### config.mk
export PLATFORM = sky130hd
export DESIGN_NAME = sbf_top
export DESIGN_NICKNAME = d
export VERILOG_FILES = /design/src/logic/sbf_pkg.sv /design/src/logic/sbf_fmt.sv /design/src/logic/sbf_cmd_dec.sv /design/src/logic/sbf_top.sv
export VERILOG_INCLUDE_DIRS = /design/src /design/src/logic
export SDC_FILE = /design/constraint.sdc
export NUM_CORES = 1
export LEC_CHECK = 0
export BUFFER_PORTS_ARGS = -buffer_cell sky130_fd_sc_hd__buf_2
export CAP_MARGIN = 15
export CORE_MARGIN = 3
export CORE_UTILIZATION = 35
export CTS_CLUSTER_DIAMETER = 100
export DETAILED_ROUTE_END_ITERATION = 8
export PLACE_DENSITY = 0.51
export SETUP_SLACK_MARGIN = 0.15
export SLEW_MARGIN = 25
export SYNTH_ARGS = -nofsm -noshare
export SYNTH_HDL_FRONTEND = slang
export SYNTH_SLANG_ARGS = --single-unit
### constraint.sdc
create_clock -name pclk -period 3.24 [get_ports pclk]
set_input_delay 0.486 -clock pclk [delete_from_list [all_inputs] [get_ports pclk]]
set_output_delay 0.486 -clock pclk [all_outputs]
set_load 0.01 [all_outputs]
### src/logic/sbf_defs.svh
`ifndef SBF_DEFS_SVH
`define SBF_DEFS_SVH

// register byte offsets
`define SBF_OFS_CFG1   8'h00
`define SBF_OFS_CFG2   8'h04
`define SBF_OFS_MASK1  8'h08
`define SBF_OFS_MASK2  8'h0c
`define SBF_OFS_QPTR   8'h10
`define SBF_OFS_DPTR   8'h14
`define SBF_OFS_TTAG   8'h18
`define SBF_OFS_LCMD   8'h1c
`define SBF_OFS_TSTAT  8'h20
`define SBF_OFS_FLAGS  8'h24

// reset values
`define SBF_CFG1_RST   4'h0
`define SBF_CFG2_RST   16'h0000
`define SBF_MASK1_RST  16'h0000
`define SBF_MASK2_RST  5'h00
`define SBF_QPTR_RST   16'h0000
`define SBF_DPTR_RST   8'h00

// field positions
`define SBF_CFG1_SOE   2
`define SBF_CFG1_CIRC  3
`define SBF_CFG2_AREA  0
`define SBF_CFG2_TTRUN 4
`define SBF_BSW_ERR    12
`define SBF_FLG_BUSY   0
`define SBF_FLG_STOP   1
`define SBF_FLG_OVR    2

// memory areas and stack sizes
`define SBF_AREA_A_BASE 16'h0100
`define SBF_AREA_B_BASE 16'h0f00
`define SBF_DSTK_SMALL  8'h3f
`define SBF_DSTK_LARGE  8'hff

// time tag base resolution
`define SBF_CLK_NS      20
`define SBF_TT_BASE_NS  2000
`define SBF_TT_BASE_CYC (`SBF_TT_BASE_NS / `SBF_CLK_NS)

`endif

### src/logic/sbf_pkg.sv
package sbf_pkg;

   typedef enum logic [1:0] {SBF_MODE_BC, SBF_MODE_RT, SBF_MODE_MM, SBF_MODE_WM} sbf_mode_t;

   typedef struct packed {
      logic       status_set, fmt_err, no_resp, loop_fail, masked_set;
      logic [1:0] retry;
      logic       good_block, wrong_addr, wc_err, sync_err, inv_word;
      logic       rtrt_fmt, rollover, illegal, rtrt_gap, rtrt_2nd, cmd_err;
   } sbf_msg_flags_t;

   typedef struct packed {
      logic [7:0] gap;
      logic       word_flag, this_rt, bcast, err, is_cmd, chan_b, contig, mode_code;
   } sbf_wm_id_t;

   typedef struct packed {
      logic msg;
      logic tx_timeout, illegal, mdat_half, mdat_full, rtcb_half, rtcb_full;
      logic mdsc_half, mdsc_full, rtdsc_half, rtdsc_full, handshake, fmt_err;
      logic mode_int, sa_end, message_end_flag;
      logic tt_roll, addr_par, selftest_done, ram_par;
   } sbf_irq_evt_t;

   typedef struct packed {
      logic [4:0] rt_addr;
      logic       tx;
      logic [4:0] subaddr;
      logic [4:0] count;
   } sbf_cmd_t;

   typedef struct packed {
      logic [4:0] rt_addr;
      logic       msg_err, instr, svc_req;
      logic [2:0] rsvd;
      logic       bcast, busy, subsystem_fault_flag, dbca, term_flag;
   } sbf_term_status_t;

   typedef struct packed {
      logic        we;
      logic [15:0] addr;
      logic [15:0] data;
   } sbf_mem_wr_t;

endpackage

### src/logic/sbf_fmt.sv
`timescale 1ns/1ps
`default_nettype none

// packs block status, identification and queue words for the current mode
module sbf_fmt
   import sbf_pkg::*;
(
   input  wire sbf_mode_t      mode,
   input  wire logic           begin_flag,
   input  wire logic           end_flag,
   input  wire logic           chan_b,
   input  wire sbf_msg_flags_t fl,
   input  wire sbf_wm_id_t     wm,
   input  wire sbf_irq_evt_t   ev,
   output logic [15:0]         bsw,
   output logic [15:0]         idw,
   output logic [15:0]         qent
);
   logic err;

   always_comb begin
      err = fl.fmt_err | fl.no_resp | fl.loop_fail | fl.wc_err | fl.sync_err | fl.inv_word;
      case (mode)
         SBF_MODE_BC: bsw = {end_flag, begin_flag, chan_b, err | fl.wrong_addr, fl.status_set,
                             fl.fmt_err, fl.no_resp, fl.loop_fail, fl.masked_set, fl.retry,
                             fl.good_block, fl.wrong_addr, fl.wc_err, fl.sync_err,
                             fl.inv_word};
         SBF_MODE_RT: bsw = {end_flag, begin_flag, chan_b, err | fl.illegal, fl.rtrt_fmt,
                             fl.fmt_err, fl.no_resp, fl.loop_fail, fl.rollover, fl.illegal,
                             fl.wc_err, fl.sync_err, fl.inv_word, fl.rtrt_gap, fl.rtrt_2nd,
                             fl.cmd_err};
         SBF_MODE_MM: bsw = {end_flag, begin_flag, chan_b, err, fl.rtrt_fmt, fl.fmt_err,
                             fl.no_resp, fl.good_block, fl.rollover, 1'b0, fl.wc_err,
                             fl.sync_err, fl.inv_word, fl.rtrt_gap, fl.rtrt_2nd,
                             fl.cmd_err};
         default:     bsw = 16'h0000;
      endcase
      idw = {wm.gap, wm.word_flag, wm.this_rt, wm.bcast, wm.err, wm.is_cmd, chan_b,
             wm.contig, wm.mode_code};
      if (ev.msg) begin
         qent = {ev.tx_timeout, ev.illegal, ev.mdat_half, ev.mdat_full, ev.rtcb_half,
                 ev.rtcb_full, ev.mdsc_half, ev.mdsc_full, ev.rtdsc_half, ev.rtdsc_full,
                 ev.handshake, ev.fmt_err, ev.mode_int, ev.sa_end, ev.message_end_flag,
                 1'b1};
      end else begin
         qent = {11'h000, ev.tt_roll, ev.addr_par, ev.selftest_done, ev.ram_par,
                 1'b0};
      end
   end
endmodule // sbf_fmt

`default_nettype wire

### src/logic/sbf_cmd_dec.sv
`timescale 1ns/1ps
`default_nettype none

// splits a bus command word and builds this terminal's status word
module sbf_cmd_dec
   import sbf_pkg::*;
(
   input  wire logic [15:0] cmd_word,
   input  wire logic [15:0] cfg2,
   input  wire logic        msg_err,
   output sbf_cmd_t         cmd,
   output logic             is_mode,
   output logic [15:0]      tstat
);
   sbf_term_status_t ts;

   always_comb begin
      cmd     = sbf_cmd_t'(cmd_word);
      // subaddress 0 or 31 turns the count field into a mode code
      is_mode = (cmd.subaddr == 5'h00) || (cmd.subaddr == 5'h1f);
      ts.rt_addr              = cfg2[9:5];
      ts.msg_err              = msg_err;
      ts.instr                = cfg2[14];
      ts.svc_req              = cfg2[10];
      ts.rsvd                 = 3'h0;
      ts.bcast                = (cmd.rt_addr == 5'h1f);
      ts.busy                 = cfg2[11];
      ts.subsystem_fault_flag = cfg2[12];
      ts.dbca                 = cfg2[13];
      ts.term_flag            = cfg2[15];
      tstat = ts;
   end
endmodule // sbf_cmd_dec

`default_nettype wire

### src/logic/sbf_top.sv
`timescale 1ns/1ps
`default_nettype none
`include "sbf_defs.svh"

module sbf_top
   import sbf_pkg::*;
(
   input  wire logic           pclk,
   input  wire logic           presetn,
   input  wire logic [7:0]     paddr,
   input  wire logic           psel,
   input  wire logic           penable,
   input  wire logic           pwrite,
   input  wire logic [31:0]    pwdata,
   output logic [31:0]         prdata,
   output logic                pready,
   output logic                pslverr,
   input  wire logic           msg_begin,
   input  wire logic [15:0]    msg_cmd,
   input  wire logic           msg_chan_b,
   input  wire logic           msg_end,
   input  wire sbf_msg_flags_t msg_flags,
   input  wire logic           wm_valid,
   input  wire logic [15:0]    wm_data,
   input  wire sbf_wm_id_t     wm_id,
   input  wire logic           irq_valid,
   input  wire sbf_irq_evt_t   irq_evt,
   output sbf_mem_wr_t         mem_wr,
   output logic [15:0]         term_status
);
   typedef enum {ST_IDLE, ST_BEG_STAT, ST_BEG_TAG, ST_BEG_CMD,
                 ST_END_STAT, ST_END_TAG, ST_WM_DATA, ST_WM_ID, ST_QUEUE} sbf_state_t;

   sbf_state_t     state_reg;
   sbf_state_t     state_next;
   logic [31:0]    prdata_reg;
   logic [31:0]    rd_next;
   logic           pready_reg;
   logic           pslverr_reg;
   logic [3:0]     cfg1_reg;
   logic [15:0]    cfg2_reg;
   logic [15:0]    mask1_reg;
   logic [4:0]     mask2_reg;
   logic [15:0]    qptr_reg;
   logic [7:0]     dptr_reg;
   logic [15:0]    ttag_reg;
   logic [11:0]    tdiv_reg;
   logic           tick;
   logic [15:0]    lcmd_reg;
   logic           stopped_reg;
   logic           overrun_reg;
   logic           msg_err_reg;
   logic           pend_beg_reg;
   logic           pend_end_reg;
   logic           pend_wm_reg;
   logic           pend_q_reg;
   logic           beg_chan_reg;
   logic           end_chan_reg;
   logic [15:0]    beg_cmd_reg;
   sbf_msg_flags_t end_flags_reg;
   logic [15:0]    wm_data_reg;
   sbf_wm_id_t     wm_id_reg;
   sbf_irq_evt_t   q_evt_reg;
   sbf_mem_wr_t    mem_reg;
   sbf_mem_wr_t    mem_next;
   logic [15:0]    tstat_reg;
   logic [15:0]    tstat_w;
   logic [15:0]    bsw_w;
   logic [15:0]    idw_w;
   logic [15:0]    qent_w;
   sbf_cmd_t       cmd_w;
   logic           is_mode_w;
   logic           in_end;
   logic           wr_acc;
   logic           clr_beg;
   logic           clr_end;
   logic           clr_wm;
   logic           clr_q;
   logic           q_ok;
   logic [15:0]    area_base;
   logic [7:0]     dstk_wrap;
   sbf_mode_t      mode;

   function automatic logic reg_known(input logic [7:0] a);
      reg_known = (a[1:0] == 2'b00) && (a <= `SBF_OFS_FLAGS);
   endfunction

   function automatic logic [7:0] dstk_add(input logic [7:0] p, input logic [7:0] n,
                                           input logic [7:0] wrap);
      dstk_add = (p + n) & wrap;
   endfunction

   assign mode      = sbf_mode_t'(cfg1_reg[1:0]);
   assign area_base = cfg2_reg[`SBF_CFG2_AREA] ? `SBF_AREA_B_BASE : `SBF_AREA_A_BASE;
   assign dstk_wrap = cfg1_reg[`SBF_CFG1_CIRC] ? `SBF_DSTK_LARGE : `SBF_DSTK_SMALL;
   assign wr_acc    = psel && penable && pready_reg && pwrite && !pslverr_reg;
   assign in_end    = (state_reg == ST_END_STAT);

   sbf_fmt u_fmt (
      .mode       (mode),
      .begin_flag (state_reg == ST_BEG_STAT),
      .end_flag   (in_end),
      .chan_b     (in_end ? end_chan_reg : (state_reg == ST_BEG_STAT ? beg_chan_reg
                                                                     : wm_id_reg.chan_b)),
      .fl         (in_end ? end_flags_reg : sbf_msg_flags_t'(0)),
      .wm         (wm_id_reg),
      .ev         (q_evt_reg),
      .bsw        (bsw_w),
      .idw        (idw_w),
      .qent       (qent_w)
   );

   sbf_cmd_dec u_dec (
      .cmd_word (lcmd_reg),
      .cfg2     (cfg2_reg),
      .msg_err  (msg_err_reg),
      .cmd      (cmd_w),
      .is_mode  (is_mode_w),
      .tstat    (tstat_w)
   );

   // register read mux
   always_comb begin
      rd_next = 32'h0000_0000;
      if (paddr == `SBF_OFS_CFG1) begin
         rd_next[3:0] = cfg1_reg;
      end else if (paddr == `SBF_OFS_CFG2) begin
         rd_next[15:0] = cfg2_reg;
      end else if (paddr == `SBF_OFS_MASK1) begin
         rd_next[15:0] = mask1_reg;
      end else if (paddr == `SBF_OFS_MASK2) begin
         rd_next[4:0] = mask2_reg;
      end else if (paddr == `SBF_OFS_QPTR) begin
         rd_next[15:0] = qptr_reg;
      end else if (paddr == `SBF_OFS_DPTR) begin
         rd_next[7:0] = dptr_reg;
      end else if (paddr == `SBF_OFS_TTAG) begin
         rd_next[15:0] = ttag_reg;
      end else if (paddr == `SBF_OFS_LCMD) begin
         rd_next[15:0] = lcmd_reg;
         rd_next[16]   = is_mode_w;
      end else if (paddr == `SBF_OFS_TSTAT) begin
         rd_next[15:0] = tstat_reg;
      end else if (paddr == `SBF_OFS_FLAGS) begin
         rd_next[`SBF_FLG_BUSY] = (state_reg != ST_IDLE);
         rd_next[`SBF_FLG_STOP] = stopped_reg;
         rd_next[`SBF_FLG_OVR]  = overrun_reg;
      end
   end

   // answer in the first access cycle; unmapped or unaligned offsets give pslverr
   always_ff @(posedge pclk or negedge presetn) begin
      if (!presetn) begin
         pready_reg  <= 1'b0;
         pslverr_reg <= 1'b0;
         prdata_reg  <= 32'h0000_0000;
      end else if (psel && !penable) begin
         pready_reg  <= 1'b1;
         pslverr_reg <= !reg_known(paddr);
         prdata_reg  <= pwrite ? 32'h0000_0000 : rd_next;
      end else begin
         pready_reg  <= 1'b0;
         pslverr_reg <= 1'b0;
      end
   end

   // configuration and mask registers
   always_ff @(posedge pclk or negedge presetn) begin
      if (!presetn) begin
         cfg1_reg  <= `SBF_CFG1_RST;
         cfg2_reg  <= `SBF_CFG2_RST;
         mask1_reg <= `SBF_MASK1_RST;
         mask2_reg <= `SBF_MASK2_RST;
      end else if (wr_acc) begin
         if (paddr == `SBF_OFS_CFG1) begin
            cfg1_reg <= pwdata[3:0];
         end else if (paddr == `SBF_OFS_CFG2) begin
            cfg2_reg <= pwdata[15:0];
         end else if (paddr == `SBF_OFS_MASK1) begin
            mask1_reg <= {pwdata[15:1], 1'b0};
         end else if (paddr == `SBF_OFS_MASK2) begin
            mask2_reg <= {pwdata[4:1], 1'b0};
         end
      end
   end

   // time tag: base tick scaled by the resolution field, 2 us to 64 us per count for settings 0 to 5; 6 and 7 truncate to 12 bits (2304 and 512 cycles)
   assign tick = (tdiv_reg == 12'((`SBF_TT_BASE_CYC << cfg2_reg[3:1]) - 1));

   always_ff @(posedge pclk or negedge presetn) begin
      if (!presetn) begin
         tdiv_reg <= 12'h000;
         ttag_reg <= 16'h0000;
      end else if (!cfg2_reg[`SBF_CFG2_TTRUN]) begin
         tdiv_reg <= 12'h000;
      end else if (tick) begin
         tdiv_reg <= 12'h000;
         ttag_reg <= ttag_reg + 16'h0001;
      end else begin
         tdiv_reg <= tdiv_reg + 12'h001;
      end
   end

   // events are latched; an event in the cycle its pending bit clears is kept
   assign clr_beg = (state_reg == ST_BEG_CMD);
   assign clr_end = (state_reg == ST_END_TAG);
   assign clr_wm  = (state_reg == ST_WM_ID);
   assign clr_q   = (state_reg == ST_QUEUE);
   assign q_ok    = irq_evt.msg ? |(16'(irq_evt[18:4]) & (mask1_reg >> 1))
                                : |({irq_evt[3:0], 1'b0} & mask2_reg);

   always_ff @(posedge pclk or negedge presetn) begin
      if (!presetn) begin
         pend_beg_reg <= 1'b0;
         beg_cmd_reg  <= 16'h0000;
         beg_chan_reg <= 1'b0;
      end else if (msg_begin && !stopped_reg) begin
         pend_beg_reg <= 1'b1;
         beg_cmd_reg  <= msg_cmd;
         beg_chan_reg <= msg_chan_b;
      end else if (clr_beg) begin
         pend_beg_reg <= 1'b0;
      end
   end

   always_ff @(posedge pclk or negedge presetn) begin
      if (!presetn) begin
         pend_end_reg  <= 1'b0;
         end_flags_reg <= sbf_msg_flags_t'(0);
         end_chan_reg  <= 1'b0;
      end else if (msg_end) begin
         pend_end_reg  <= 1'b1;
         end_flags_reg <= msg_flags;
         end_chan_reg  <= msg_chan_b;
      end else if (clr_end) begin
         pend_end_reg <= 1'b0;
      end
   end

   always_ff @(posedge pclk or negedge presetn) begin
      if (!presetn) begin
         pend_wm_reg <= 1'b0;
         wm_data_reg <= 16'h0000;
         wm_id_reg   <= sbf_wm_id_t'(0);
      end else if (wm_valid && mode == SBF_MODE_WM) begin
         pend_wm_reg <= 1'b1;
         wm_data_reg <= wm_data;
         wm_id_reg   <= wm_id;
      end else if (clr_wm) begin
         pend_wm_reg <= 1'b0;
      end
   end

   always_ff @(posedge pclk or negedge presetn) begin
      if (!presetn) begin
         pend_q_reg <= 1'b0;
         q_evt_reg  <= sbf_irq_evt_t'(0);
      end else if (irq_valid && q_ok) begin
         pend_q_reg <= 1'b1;
         q_evt_reg  <= irq_evt;
      end else if (clr_q) begin
         pend_q_reg <= 1'b0;
      end
   end

   // status flags: stop on controller error, overrun when an event arrives while one of its kind is still pending
   always_ff @(posedge pclk or negedge presetn) begin
      if (!presetn) begin
         stopped_reg <= 1'b0;
         overrun_reg <= 1'b0;
         msg_err_reg <= 1'b0;
      end else begin
         if (in_end && mode == SBF_MODE_BC && cfg1_reg[`SBF_CFG1_SOE] && bsw_w[`SBF_BSW_ERR]) begin
            stopped_reg <= 1'b1;
         end else if (wr_acc && paddr == `SBF_OFS_FLAGS && pwdata[`SBF_FLG_STOP]) begin
            stopped_reg <= 1'b0;
         end
         if ((msg_begin && pend_beg_reg && !clr_beg) || (msg_end && pend_end_reg && !clr_end) ||
             (wm_valid && pend_wm_reg && !clr_wm) || (irq_valid && pend_q_reg && !clr_q)) begin
            overrun_reg <= 1'b1;
         end else if (wr_acc && paddr == `SBF_OFS_FLAGS && pwdata[`SBF_FLG_OVR]) begin
            overrun_reg <= 1'b0;
         end
         if (in_end && mode == SBF_MODE_RT) begin
            msg_err_reg <= bsw_w[`SBF_BSW_ERR];
         end
      end
   end

   // last command word and the terminal status word
   always_ff @(posedge pclk or negedge presetn) begin
      if (!presetn) begin
         lcmd_reg  <= 16'h0000;
         tstat_reg <= 16'h0000;
      end else begin
         if (clr_beg) begin
            lcmd_reg <= beg_cmd_reg;
         end
         tstat_reg <= tstat_w;
      end
   end

   // stack and queue pointers; a software write wins over an advance
   always_ff @(posedge pclk or negedge presetn) begin
      if (!presetn) begin
         dptr_reg <= `SBF_DPTR_RST;
         qptr_reg <= `SBF_QPTR_RST;
      end else begin
         if (wr_acc && paddr == `SBF_OFS_DPTR) begin
            dptr_reg <= pwdata[7:0];
         end else if (clr_end) begin
            dptr_reg <= dstk_add(dptr_reg, 8'h04, dstk_wrap);
         end else if (clr_wm) begin
            dptr_reg <= dstk_add(dptr_reg, 8'h02, dstk_wrap);
         end
         if (wr_acc && paddr == `SBF_OFS_QPTR) begin
            qptr_reg <= pwdata[15:0];
         end else if (clr_q) begin
            qptr_reg <= {qptr_reg[15:6], qptr_reg[5:0] + 6'h01};
         end
      end
   end

   // memory write sequencer, one word per cycle
   always_comb begin
      state_next    = ST_IDLE;
      mem_next.we   = 1'b1;
      mem_next.addr = area_base + 16'(dptr_reg);
      mem_next.data = 16'h0000;
      case (state_reg)
         ST_IDLE: begin
            mem_next.we = 1'b0;
            if (pend_beg_reg) begin
               state_next = ST_BEG_STAT;
            end else if (pend_end_reg) begin
               state_next = ST_END_STAT;
            end else if (pend_wm_reg) begin
               state_next = ST_WM_DATA;
            end else if (pend_q_reg) begin
               state_next = ST_QUEUE;
            end
         end
         ST_BEG_STAT: begin
            state_next    = ST_BEG_TAG;
            mem_next.data = bsw_w;
         end
         ST_BEG_TAG: begin
            state_next    = ST_BEG_CMD;
            mem_next.addr = area_base + 16'(dptr_reg) + 16'h0001;
            mem_next.data = ttag_reg;
         end
         ST_BEG_CMD: begin
            mem_next.addr = area_base + 16'(dptr_reg) + 16'h0003;
            mem_next.data = beg_cmd_reg;
         end
         ST_END_STAT: begin
            state_next    = ST_END_TAG;
            mem_next.data = bsw_w;
         end
         ST_END_TAG: begin
            mem_next.addr = area_base + 16'(dptr_reg) + 16'h0001;
            mem_next.data = ttag_reg;
         end
         ST_WM_DATA: begin
            state_next    = ST_WM_ID;
            mem_next.data = wm_data_reg;
         end
         ST_WM_ID: begin
            mem_next.addr = area_base + 16'(dptr_reg) + 16'h0001;
            mem_next.data = idw_w;
         end
         ST_QUEUE: begin
            mem_next.addr = qptr_reg;
            mem_next.data = qent_w;
         end
         default: begin
            mem_next.we = 1'b0;
         end
      endcase
   end

   always_ff @(posedge pclk or negedge presetn) begin
      if (!presetn) begin
         state_reg <= ST_IDLE;
      end else begin
         state_reg <= state_next;
      end
   end

   always_ff @(posedge pclk or negedge presetn) begin
      if (!presetn) begin
         mem_reg <= sbf_mem_wr_t'(0);
      end else begin
         mem_reg <= mem_next;
      end
   end

   assign prdata      = prdata_reg;
   assign pready      = pready_reg;
   assign pslverr     = pslverr_reg;
   assign mem_wr      = mem_reg;
   assign term_status = tstat_reg;

endmodule // sbf_top

`default_nettype wire

==> results by group <==
Detailed routing
  – Antenna viol nets, final: 0
  – Average wire per cell in the routed design: about 22 um
  – Count of routing violations after the opening detailed-route iteration: 715
  – Total Routed Length: 43.3 mm
  – Via density per instance: around 5.4
  – DRC violations left: 0
  – Vias after detailed routing: 10402
  – Number of search-and-repair iterations in the first detailed-routing pass: 5

Floorplanning
  – Die Wd: approximately 200 um
  – I/O pin total: 219
  – Number of rows in the core area: 70
  – Die ar.: 40100 um^2
  – Initial Util: 35.8%
  – Core area: roughly 37000 um^2
  – Die Span Y: between 200 and 250 um

Timing
  – Unrepaired setup endpoints after global routing: no
  – Slew Limit Fails: 0
  – Number of setup violations in the final report: 0
  – Worst Clk Skew: 0.00735 ns
  – Transition at the pin with the smallest max-transition slack: slightly below 0.9 ns
  – Final hold vios: 0
  – Headroom to the max-slew limit: around two fifths
  – Final min period: 2.82 ns
  – Period utilization: about 87%
  – Setup Total Neg Slack: 0 ns
  – Max frequency: 355 MHz

Yosys
  – Number of flops mapped to enable cells by yosys: 0
  – Mean instance size in the synthesized netlist: 10.9 um^2
  – Top flip-flop cell by instance count after synthesis: dfrtp_1
  – Fraction of synthesis flops using an asynchronous set or reset pin: between 90% and 100%
  – Count of yosys warnings during synthesis: 0
  – Proportion of netlist area held by the largest area contributor: 51.3%
  – Area leader, netlist: dfrtp_1
  – Sequential element share of the synthesized area: 51.3%
  – Flops & latches, synth: roughly 270
  – Area of the mapped netlist: 13200 um^2
  – Syn Inst Count: between 1000 and 1500
  – Area contributors post-synth: dfrtp_1 (51%), mux2_2 (11%), nand2_1 (4.0%)
  – Count of unique library cells instantiated by Yosys: 73

Worst hold path
  – Path type of the worst min-delay path: input port to flip-flop
  – Capture endpoint of the worst hold path: wm_id_reg[0]
  – Launch instance of the worst min-delay path: wm_id[0]
  – Worst hold path depth: 2

Outcome
  – Status: complete, no violations

CTS
  – TritonCTS buffer count: 31
  – TritonCTS clock tree: done
  – Clk_lat worst skew: 0.59 ns
  – Post-CTS Resized: 0
  – Number of clock sinks: 271
  – Buffers from clock root to sink, at most: 3
  – Clock root buffer: clkbuf_16
  – Clock transition time at the flip-flop clock pins of the worst setup and hold paths: 0.06 ns
  – Maximum level of the CTS H-tree: 1

Worst setup path
  – Worst Setup End Kind: flip-flop
  – Crit Path Class: flip-flop to flip-flop
  – Launch instance of the worst register-to-register path: state_reg[0]
  – Delay of the slowest cell on the worst path: between 0.3 and 0.4 ns
  – Worst endpoint required time: 3.66 ns
  – Worst Path Max Fanout: 5
  – Cell family with most CP delay: simple AND/OR/NAND/NOR gates
  – Crit path arrival time: about 3.2 ns
  – Most frequent cell on the critical path: a21o_1
  – Master of the slowest instance on the critical path: dfrtp_1
  – Flop-to-flop setup slack: between 0.4 and 0.5 ns
  – Critical Path, Cell by Cell: nand2b_1, or2_2, a21o_1, ha_1, a21o_1, nand2_1, nor3_1, a21oi_1, o21ai_0, o311ai_0
  – Worst reg-to-reg path cell count: 10
  – CP startpoint kind: flip-flop
  – Worst path bufs/invs: 0
  – Endpoint of the most critical register-to-register path: mem_wr[25]

Cells and area
  – Ant. Diodes: 0
  – Finished Layout Cells: 1928
  – Fraction of layout cells with a size suffix above 1: between 30% and 40%
  – Final standard cell utilization of the core: 43.1%
  – Largest register FFs: 33
  – Growth of design area from synthesis to finish: 20.3%
  – Net total in the final layout: 1549

GRT
  – Global-route wire length before repair: 65.8 mm
  – Grt ovf: 0
  – Largest net degree at the start of global routing: 86
  – Vias in the first global route: 10469
  – Initial antenna violation count: 2
  – All-Layer GR Usage: a little over a fifth

Power and ir drop
  – Maximum resistive drop on vdd: 379 uV
  – Power density over the cells: 625 nW/um^2
  – P_leak: 7.50 nW

Place
  – Count of input and output buffers: 184
  – Sum of net half-perimeters after detailed placement: 32.8 mm
  – Routability cong.: 0.846
  – DP Cell Count: between 1500 and 2000

Run
  – Max-cap violations: 0
-- cells in the mapped netlist, types with 18 or more instances --
cell and count:
a21oi_1 47, a221oi_1 20, a22oi_1 24, buf_4 18, clkbuf_1 57, dfrtp_1 271
mux2_2 131, mux2i_1 20, nand2_1 140, nand3_1 42, nand4_1 21, nor2_1 68
nor4_1 19, o21ai_0 68, xor2_1 26
-- worst register-to-register path: stages, from the launching register on --
cell and delay (ns):
dfrtp_1 0.37, nand2b_1 0.22, or2_2 0.32, a21o_1 0.24
ha_1 0.31, a21o_1 0.11, nand2_1 0.11, nor3_1 0.35
a21oi_1 0.11, o21ai_0 0.30, o311ai_0 0.22
-- where the power goes --
| group | switching [mW] | leakage [nW] | total, mW | internal (mW) |
|---|---|---|---|---|
| clock network | 1.45 | 0.541 | 3.79 | 2.33 |
| logic | 1.22 | 3.43 | 2.01 | 0.787 |
| registers | 0.366 | 3.53 | 4.14 | 3.78 |
| total | 3.04 | 7.50 | 9.94 | 6.90 |
-- cells in the final DEF (no fill, tap or decap), types with 11 or more instances in the layout --
cell | synthesis | layout
nand3_1 | 42 | 42
and3_1 | 11 | 11
conb_1 | 1 | 18
nor2_1 | 68 | 67
xnor2_1 | 15 | 15
a221oi_1 | 20 | 20
dfrtp_1 | 271 | 271
inv_1 | 15 | 15
a21oi_1 | 47 | 47
nand4_1 | 21 | 21
o21ai_0 | 68 | 67
buf_4 | 18 | 42
mux2i_1 | 20 | 20
buf_2 | 10 | 183
a22o_1 | 14 | 14
xor2_1 | 26 | 26
clkbuf_16 | 0 | 31
nor4_1 | 19 | 19
nor3_1 | 17 | 16
mux2_2 | 131 | 131
a22oi_1 | 24 | 24
nand2_1 | 140 | 140
-- cell families (layout without fill, tap and decap cells) --
group	Yosys count	in the layout	share of synthesized area, %
multiplexers	164	164	14.3
adder cells (fa/ha/maj)	11	11	1.10
AO/OA/AOI/OAI	236	236	12.2
flip-flops	271	271	51.3
other	1	18	0.0284
buffers and inverters	111	301	3.93
XOR/XNOR	41	41	2.72
AND/OR/NAND/NOR	382	382	14.4
-- per-layer routing --
metal	GRT usage (%)	vias to the layer above	part of all wire [%]
met5	0	-	0.051
met4	5.37	4	2.5
met3	3.32	66	6.0
met2	34.3	339	47
met1	29.6	5232	45
li1	-	4761	-
-- final cells by class --
| type | count | area (um^2) |
|---|---|---|
| fillers | 3543 | 21000 |
| flip-flops and latches | 271 | 6780 |
| multi-input cells | 852 | 5990 |
| repair buffers | 230 | 1320 |
| clock buffers | 43 | 901 |
| well taps | 504 | 631 |
| clock inverters | 12 | 209 |
| inverters | 16 | 60.1 |
-- per-stage QoR --
stage / hold slack (ns) / setup slack [ns] / area (um^2) / power, mW
floorplan: 0.190 / 0.753 / 13300 / 5.25
global placement: 0.367 / 0.333 / 14800 / 6.17
detailed placement: 0.383 / 0.413 / 14800 / 6.20
CTS: 0.109 / 0.423 / 15900 / 10.0
global route: 0.118 / 0.190 / 15900 / 10.4
finish: 0.136 / 0.422 / 15900 / 9.94
-- how the worst max path moves through the flow --
stage | endpoint | startpoint | cells past startpoint | slack (ns)
3_3_place_gp | ttag_reg[1] | cfg2_reg[2] | 8 | 0.33
3_5_place_dp | cfg2_reg[15] | paddr[1] | 6 | 0.41
4_1_cts | mem_wr[25] | state_reg[0] | 10 | 0.42
6_report | mem_wr[25] | state_reg[0] | 10 | 0.42
2_1_floorplan | ttag_reg[1] | cfg2_reg[1] | 9 | 0.75
5_1_grt | mem_wr[25] | state_reg[0] | 10 | 0.19
-- timing repair --
| action | CTS | global route |
|---|---|---|
| hold buffers | 1 | 0 |
| buffers inserted | 0 | 0 |
| hold endpoints to repair | 78 | 0 |
No activity file was read; power rests on OpenSTA's default activity.
